`src/logic/dpc_params.svh`:
```
// Purpose: timing and layout constants for the dual-port memory controller
// Assumes: 250 MHz clock (4 ns period), slowest speed grade timings
// Notes:   times in ns; cycle counts derived and rounded up
`ifndef DPC_PARAMS_SVH
`define DPC_PARAMS_SVH

`define DPC_CLK_PERIOD_NS            4
`define DPC_SELECT_ACCESS_TIME_NS    25
`define DPC_OE_ACCESS_TIME_NS        13
`define DPC_WRITE_DATA_SETUP_NS      15
`define DPC_CROSS_PORT_FLOW_NS       35
`define DPC_BUSY_FROM_MATCH_NS       20
`define DPC_BUSY_FROM_SELECT_NS      20
`define DPC_TOKEN_OP_GAP_NS          12
`define DPC_TOKEN_WR_TO_RD_NS        12
`define DPC_CYC(ns) (((ns) + `DPC_CLK_PERIOD_NS - 1) / `DPC_CLK_PERIOD_NS)
`define DPC_MAILBOX_LEFT_OFS         1
`define DPC_TOKEN_BIT                0

`endif

```
`src/logic/dpc_pkg.sv`:
```
// Purpose: types shared by the dual-port memory controller
// Assumes: x16 organisation by default
// Notes:   request/answer groups travel as packed structs
package dpc_pkg;
  typedef enum logic [1:0] {
    DPC_OP_READ  = 2'h0,
    DPC_OP_WRITE = 2'h1
  } dpc_op_t;

  typedef struct packed {
    dpc_op_t      op;
    logic         token;
    logic         hi_en;
    logic         lo_en;
    logic [15:0]  addr;
    logic [17:0]  data;
  } dpc_req_t;

  typedef struct packed {
    logic [17:0]  data;
    logic         token_won;
    logic         busy_seen;
  } dpc_rsp_t;

  typedef enum logic [2:0] {
    DPC_IDLE   = 3'h0,
    DPC_SETTLE = 3'h1,
    DPC_ACCESS = 3'h3,
    DPC_GAP    = 3'h4,
    DPC_DONE   = 3'h2
  } dpc_state_t;
endpackage

```
`src/logic/dpc_host.sv`:
```
// Purpose: host controller driving one port of an asynchronous dual-port
//          memory with mailbox interrupt and token latches
// Assumes: one clk_in domain; pin inputs synchronised by two flops
// Notes:   one access at a time; req_ready_out low while busy
//
// Behaviour
// - wait flow-through delay after opposite write
// - read asserts select and output enable together
// - wait busy settle before slave write
// - token select with chip select high
// - gap with select off before readback
`timescale 1ns/1ps
`default_nettype none
`include "dpc_params.svh"

module dpc_host #(
  parameter int AW = 15,
  parameter int DW = 16
) (
  input  wire logic            clk_in,
  input  wire logic            rst_in,
  input  wire dpc_pkg::dpc_req_t req_in,
  input  wire logic            req_valid_in,
  output logic                 req_ready_out,
  output dpc_pkg::dpc_rsp_t    rsp_out,
  output logic                 rsp_valid_out,
  output logic                 irq_out,
  output logic                 chip_select_n_out,
  output logic                 token_latch_select_n_out,
  output logic                 write_n_out,
  output logic                 output_enable_n_out,
  output logic                 high_byte_select_n_out,
  output logic                 low_byte_select_n_out,
  output logic [15:0]          addr_out,
  output logic [17:0]          data_out,
  output logic                 data_oe_out,
  input  wire logic [17:0]     data_in,
  input  wire logic            busy_n_in,
  input  wire logic            mailbox_int_n_in
);
  import dpc_pkg::*;

  localparam int RD_CYC = `DPC_CYC(`DPC_SELECT_ACCESS_TIME_NS) + 2;
  localparam int WR_CYC = `DPC_CYC(`DPC_WRITE_DATA_SETUP_NS);
  localparam int BUSY_CYC = `DPC_CYC(`DPC_BUSY_FROM_SELECT_NS) + 2;
  localparam int FLOW_CYC = `DPC_CYC(`DPC_CROSS_PORT_FLOW_NS);
  localparam int GAP_CYC = `DPC_CYC(`DPC_TOKEN_OP_GAP_NS);
  localparam int TOK_CYC = `DPC_CYC(`DPC_TOKEN_WR_TO_RD_NS);

  // ---------------------------------------------------------------------
  // pin synchronisers
  // ---------------------------------------------------------------------
  logic [17:0] data_s1;
  logic [17:0] data_s2;
  logic [1:0]  busy_s;
  logic [1:0]  int_s;
  always_ff @(posedge clk_in or posedge rst_in) begin
    if (rst_in) begin
      data_s1 <= 18'h0;
      data_s2 <= 18'h0;
      busy_s  <= 2'h3;
      int_s   <= 2'h3;
    end else begin
      data_s1 <= data_in;
      data_s2 <= data_s1;
      busy_s  <= {busy_s[0], busy_n_in};
      int_s   <= {int_s[0], mailbox_int_n_in};
    end
  end
  wire busy_now = ~busy_s[1];

  // ---------------------------------------------------------------------
  // access sequencer
  // ---------------------------------------------------------------------
  dpc_state_t state;
  dpc_state_t next_state;
  dpc_req_t   cur;
  dpc_req_t   next_cur;
  logic [7:0] cnt;
  logic [7:0] next_cnt;
  logic       saw_busy;
  logic       next_saw_busy;
  logic       last_tok_wr;
  logic       next_last_tok_wr;
  dpc_rsp_t   next_rsp;
  logic       next_rsp_valid;

  wire is_wr = (cur.op == DPC_OP_WRITE);

  always_comb begin
    next_state       = state;
    next_cur         = cur;
    next_cnt         = cnt;
    next_saw_busy    = saw_busy;
    next_last_tok_wr = last_tok_wr;
    next_rsp         = rsp_out;
    next_rsp_valid   = 1'b0;
    case (state)
      DPC_IDLE: begin
        if (req_valid_in) begin
          next_cur      = req_in;
          next_cnt      = 8'(BUSY_CYC);
          next_saw_busy = 1'b0;
          // readback of a token needs the select-off gap first
          if (req_in.token && req_in.op == DPC_OP_READ && last_tok_wr) begin
            next_state = DPC_GAP;
            next_cnt   = 8'(GAP_CYC > TOK_CYC ? GAP_CYC : TOK_CYC);
          end else begin
            next_state = DPC_SETTLE;
          end
        end
      end
      DPC_GAP: begin
        if (cnt == 8'h0) begin
          next_state = DPC_SETTLE;
          next_cnt   = 8'(BUSY_CYC);
        end else begin
          next_cnt = cnt - 8'h1;
        end
      end
      DPC_SETTLE: begin
        // strobes held off until busy has settled
        if (busy_now) begin
          next_saw_busy = 1'b1;
          next_cnt      = 8'(BUSY_CYC);
        end else if (cnt == 8'h0) begin
          next_state = DPC_ACCESS;
          next_cnt   = 8'(is_wr ? WR_CYC : RD_CYC);
          // a read that may race a remote write waits flow-through
          if (!is_wr && saw_busy) next_cnt = 8'(RD_CYC + FLOW_CYC);
        end else begin
          next_cnt = cnt - 8'h1;
        end
      end
      DPC_ACCESS: begin
        if (busy_now) next_saw_busy = 1'b1;
        if (cnt == 8'h0) begin
          next_state = DPC_DONE;
          next_rsp.busy_seen = saw_busy | busy_now;
          // token value shows on every line; bit 0 low means ours
          next_rsp.token_won = cur.token & ~data_s2[`DPC_TOKEN_BIT];
          next_rsp.data      = is_wr ? 18'h0 : data_s2;
          next_rsp_valid     = 1'b1;
          next_last_tok_wr   = cur.token & is_wr;
        end else begin
          next_cnt = cnt - 8'h1;
        end
      end
      DPC_DONE: begin
        next_state = DPC_IDLE;
      end
      default: next_state = DPC_IDLE;
    endcase
  end

  always_ff @(posedge clk_in or posedge rst_in) begin
    if (rst_in) begin
      state         <= DPC_IDLE;
      cur           <= '0;
      cnt           <= 8'h0;
      saw_busy      <= 1'b0;
      last_tok_wr   <= 1'b0;
      rsp_out       <= '0;
      rsp_valid_out <= 1'b0;
    end else begin
      state         <= next_state;
      cur           <= next_cur;
      cnt           <= next_cnt;
      saw_busy      <= next_saw_busy;
      last_tok_wr   <= next_last_tok_wr;
      rsp_out       <= next_rsp;
      rsp_valid_out <= next_rsp_valid;
    end
  end

  // ---------------------------------------------------------------------
  // pin drive
  // ---------------------------------------------------------------------
  // strobes come from state flops; DONE releases them so the write
  // terminates on the select rise with data still held
  always_ff @(posedge clk_in or posedge rst_in) begin
    if (rst_in) begin
      chip_select_n_out        <= 1'b1;
      token_latch_select_n_out <= 1'b1;
      write_n_out              <= 1'b1;
      output_enable_n_out      <= 1'b1;
      high_byte_select_n_out   <= 1'b1;
      low_byte_select_n_out    <= 1'b1;
      addr_out                 <= 16'h0;
      data_out                 <= 18'h0;
      data_oe_out              <= 1'b0;
    end else begin
      // token access keeps chip select high
      chip_select_n_out <= ~((next_state == DPC_ACCESS) & ~next_cur.token);
      token_latch_select_n_out <=
        ~((next_state == DPC_ACCESS) & next_cur.token);
      write_n_out <= ~((next_state == DPC_ACCESS) &
                       (next_cur.op == DPC_OP_WRITE));
      // read drives select and output enable together
      output_enable_n_out <= ~((next_state == DPC_ACCESS) &
                               (next_cur.op == DPC_OP_READ));
      // byte lanes
      high_byte_select_n_out <= ~((next_state == DPC_ACCESS) &
                                  (next_cur.hi_en | next_cur.token));
      low_byte_select_n_out  <= ~((next_state == DPC_ACCESS) &
                                  (next_cur.lo_en | next_cur.token));
      // token access keeps address bits 2:0 only; a token write keeps data bit 0 only
      addr_out <= next_cur.token ? {13'h0, next_cur.addr[2:0]}
                                 : (next_cur.addr & 16'((1 << AW) - 1));
      data_out <= next_cur.token ? {17'h0, next_cur.data[0]}
                                 : (next_cur.data & 18'((1 << DW) - 1));
      data_oe_out <= (next_state == DPC_ACCESS || next_state == DPC_DONE) &
                     (next_cur.op == DPC_OP_WRITE);
    end
  end

  assign req_ready_out = (state == DPC_IDLE);
  // mailbox interrupt from the device, level
  assign irq_out = ~int_s[1];
endmodule

`default_nettype wire

```
`config.mk`:
```
export PLATFORM = sky130hd
export DESIGN_NAME = dpc_host
export DESIGN_NICKNAME = d
export VERILOG_FILES = /design/src/logic/dpc_pkg.sv /design/src/logic/dpc_host.sv
export VERILOG_INCLUDE_DIRS = /design/src /design/src/logic
export SDC_FILE = /design/constraint.sdc
export NUM_CORES = 1
export LEC_CHECK = 0
export BUFFER_PORTS_ARGS = -buffer_cell sky130_fd_sc_hd__buf_2
export CORE_MARGIN = 2
export CORE_UTILIZATION = 59
export CTS_BUF_LIST = sky130_fd_sc_hd__clkbuf_8
export DETAILED_ROUTE_END_ITERATION = 12
export GPL_TIMING_DRIVEN = 0
export PLACE_DENSITY = 0.86
export REMOVE_ABC_BUFFERS = 1
export SLEW_MARGIN = 20
export SYNTH_ARGS = -nofsm -noshare
export SYNTH_HDL_FRONTEND = slang
export SYNTH_SLANG_ARGS = --single-unit
```
`constraint.sdc`:
```
create_clock -name clk_in -period 12 [get_ports clk_in]
set_clock_uncertainty 0.2 [all_clocks]
set_input_delay 2.4 -clock clk_in [delete_from_list [all_inputs] [get_ports clk_in]]
set_output_delay 2.4 -clock clk_in [all_outputs]
set_load 0.05 [all_outputs]
```
Word level (Yosys, flattened, before mapping). Index checks and enable logic that the tools add are counted.

Word-level logic and storage cells: 104. Flip-flop bits (word level): 151. Output and inout port bits: 64.

Bitwise logic cells: 22. Reduce and logical (&&, ||, !) cells: 16. Eq/ne operators: 10. Mux-type cells: 26. Add/sub/neg operators: 1.

Operator list (count): $mux 39 (2); $mux 8 (5); $pmux 8 s4 (1); $mux 3 (7); $mux 18 (1); $mux 16 (1); $mux 15 (1); $pmux 3 s4 (1); $not 1->1 (10); $and 1x1->1 (9); $eq 3x2->1 const B (3); $logic_not 8->1 (1); $sub 8x1->8 const B (1); $ne 2x2->1 const B (3); $reduce_and 3->1 (2); $mux 5 (1); $eq 2x1->1 const B (2); $logic_not 2->1 (2); $mux 1 (4); $mux 4 (1); $reduce_and 2->1 (2); $reduce_bool 4->1 (1); $eq 3x1->1 const B (1); $eq 3x3->1 const B (1); 8 further kinds (12).

Longest topological paths before layout.
Depth after elaboration: 9. Gate-level depth with buffers: 8.

Worst setup path after synthesis. No wires, ideal clock.

Path type: register -> output. From: register state[1]. To: output req_ready_out. Path slack: 7.687 ns. Arrival time: 1.713 ns. Cell stages (with the launch flop): 3. Cells stage by stage: dfrtp_1 > buf_2 > nor3_1.

Longest elaborated chain between the ends: 1.

RTL lines: start, declared (line dpc_host.sv:75) `dpc_state_t state;`; start signal, assigned (line dpc_host.sv:166) `state <= next_state;`; $logic_not 3->1 (line dpc_host.sv:217) `assign req_ready_out = (state == DPC_IDLE);`; end, declared (line dpc_host.sv:24) `output logic req_ready_out,`.

No other way between the ends.

Worst setup path in the final report. Ends and elaborated chain as after synthesis.

==> flow_metrics.tcl <==
set metrics [dict create \
    status "completed" \
    instances_no_fill 697 \
    drt_iter0_drc 187 \
    holdPathStages 0 \
    postSynth.asyncResetShare 1.00 \
    synth-warning-count 0 \
    critPathArrivalTime_ns 1.73 \
    root_buffer "clkbuf_8" \
    power.switching_w 0.000223 \
    synth-edff-count 0 \
    grt_pass1_wl_mm 17.8 \
    syn_avg_cell_area_um2 11.4 \
    drc 0 \
    fin_crit_ns 4.33 \
    final-max-slew-violation-count 0 \
    nFillCells 592 \
    p_leak_nw 3.39 \
    htreeDepth 4 \
    slowest_delay_ns 0.55 \
    wirelength_mm 10.7 \
    via_count 3706 \
    dpl.cell_count 665 \
    synth_seq_area_share 0.689 \
    fmax_ghz 0.231 \
    ys.flop_type "dfrtp_1" \
    ctsHoldBuffers 0 \
    worstMarginPinSlew_ns 0.989 \
    r2r_setup_slack_ns 9.27 \
    finalCritPeriodShare 0.361 \
    grt_pass1_vias 3835 \
    rsz0062_at_grt "false" \
    drtAntennaViolNets 0 \
    worstPathRequired_ns 9.40 \
    post_cts_buffers 0 \
    initial_core_util 0.605 \
    clk_latency_ns 0.44 \
    area_growth_syn_to_layout_pct 21.8 \
    synth.area.top_cells "dfrtp_1, nand2_1, dfstp_2, nor2b_1, nand3_1" \
    drive_gt1_frac 0.304 \
    power_density_nw_per_um2 145 \
    post_drt_wl_per_cell_um 15.4 \
    grt_max_degree 88 \
    worstPathMaxFanout 11 \
    coreArea_um2 8680 \
    synth_top_cell_by_area "dfrtp_1" \
    cp_slowest_cell "dfrtp_1" \
    gr-usage-all-layers 0.236 \
    ir_drop_mv 0.129 \
    maxSlewHeadroom 0.341 \
    dp_hpwl_mm 7.08 \
    min_path_type "reg2reg" \
    post_cts_resized 0 \
    synth_seq_cells 144 \
    overflow 0 \
    synth_top_area_share 0.639 \
    cts_sinks 144 \
    io_pins 126 \
    synth_cells 461 \
    gp_congestion 0.808 \
    diodes 0 \
    start_kind "flip-flop" \
    num_rows 34 \
    drtPass1Iterations 5 \
    die_w_um 98.3 \
    ys_types 50 \
    place.port_buffers 119 \
    drt-vias-per-instance 5.32 \
    clkPwrFrac 0.441 \
    worstSetupPathType "reg2out" \
    critPathCaptureType "output port" \
    hold_viol 0 \
    path_clk_slew_ns 0.09 \
    seqPwrFrac 0.534 \
    fin_setup_tns_ns 0 \
    netlist_area_um2 5250 \
    die_h_um 98.3 \
    grt_antenna_before_repair 0 \
    power_frac_comb 0.025 \
    crit_path_cell_trace "nor3_1 -> buf_2" \
    tritoncts "yes" \
    cellInternalPower_w 0.000702 \
    clockBufferDepth 2 \
    numCtsBuffers 17 \
    nNetsFinal 640 \
    setup_viol 0 \
    maxCapViolCount 0 \
    die_area_um2 9660 \
    switching_share 0.241 \
    worstRegToRegCells 6 \
]
critical path: cells and delay by family, from the launching register on:
kind	cells	cell delay, ns
DFF	1	0.55
and+or+nand+nor	1	0.40
buffers and inverters	1	0.34
final timing paths:
check,start,to
max,state[1],req_ready_out
min,data_s1[11],data_s2[11]
max reg2reg,cnt[0],last_tok_wr
min reg2reg,data_s1[11],data_s2[11]
max in group asynchronous,rst_in,chip_select_n_out
min in group asynchronous,rst_in,data_s1[17]
state kept, by name (all words and copies together), names as in the netlist, 2 cells and up:
signal    count
busy_s        2
cnt           8
data_s2      18
data_out     16
int_s         2
rsp_out      20
data_s1      18
state         3
addr_out     15
cur          32
cell usage in the layout (no fill, tap or decap), types with 2 or more instances in the layout:
cell type,synthesis,routed
nand2_2,1,2
nand3_1,23,23
inv_6,0,5
a22o_1,3,3
o21ai_1,10,9
a41oi_1,2,2
inv_8,0,6
o31a_1,2,2
inv_1,7,6
ha_1,2,2
clkbuf_8,0,18
nand2b_1,3,3
a211oi_1,2,2
dfrtp_1,134,134
buf_16,0,3
dfstp_2,10,10
a31oi_1,3,3
nor2b_1,28,28
o31ai_1,3,3
nor2_1,10,10
buf_2,5,119
bufinv_16,0,2
nor3_2,1,2
nand2_1,145,144
conb_1,1,3
nor3_1,6,5
a21oi_1,6,6
mux2_1,2,2
nand4_1,2,2
or3_1,2,2
cells in the mapped netlist (all sizes together) (3+ instances only):
cell type  count
a21oi          7
a22o           3
a31oi          3
buf           14
clkbuf        15
dfrtp        134
dfstp         10
inv            8
nand2        146
nand2b         3
nand3         23
nor2          11
nor2b         28
nor3           7
o21ai         10
o31ai          3
layout make-up:
type	count	area, um^2	area share
Inverter	8	37.5	0.00587
Timing Repair Buffer	123	689	0.108
Clock inverter	14	184	0.0288
Multi-Input combinational cell	282	1480	0.232
Clock buffer	18	248	0.0388
Sequential cell	144	3620	0.566
Tap cell	108	135	0.0211
through the flow:
step                      utilization  power, W  hold WS (ns)  area (um^2)  setup WS (ns)
after floorplan                     -  0.000514         0.131         5110           5.55
after global placement          0.673  0.000525         0.132         5840           4.35
after detailed placement        0.687  0.000527         0.135         5960           7.94
after CTS                       0.736  0.000933         0.153         6390           7.68
after global routing            0.736  0.000956         0.157         6390           7.56
final                           0.736  0.000925         0.150         6390           7.67
metal layers:
layer / vias up / track usage / wire length, um / part of all wire
met5: - / 0 / 0 / 0
met4: 0 / 0.114 / 344 / 0.032
met3: 38 / 0.0623 / 544 / 0.051
met2: 128 / 0.397 / 5630 / 0.52
met1: 1812 / 0.284 / 4220 / 0.39
li1: 1728 / - / - / -
logic make-up after synthesis:
family                   Yosys count  synth area share
AO/OA/AOI/OAI                     42            0.0568
adder cells (fa/ha/maj)            2           0.00477
buffers and inverters             37            0.0341
multiplexers                       3           0.00620
AND/OR/NAND/NOR                  232             0.208
flip-flops                       144             0.689
other                              1          0.000715
power by group through the flow:
stage | registers (W) | logic [W] | clock network, W
global placement | 0.000504 | 0.0000213 | 0
floorplan | 0.000503 | 0.0000102 | 0
detailed placement | 0.000504 | 0.0000234 | 0
CTS | 0.000495 | 0.0000235 | 0.000415
global route | 0.000495 | 0.0000261 | 0.000434
finish | 0.000495 | 0.0000227 | 0.000408
No activity file was read; power rests on OpenSTA's default activity.
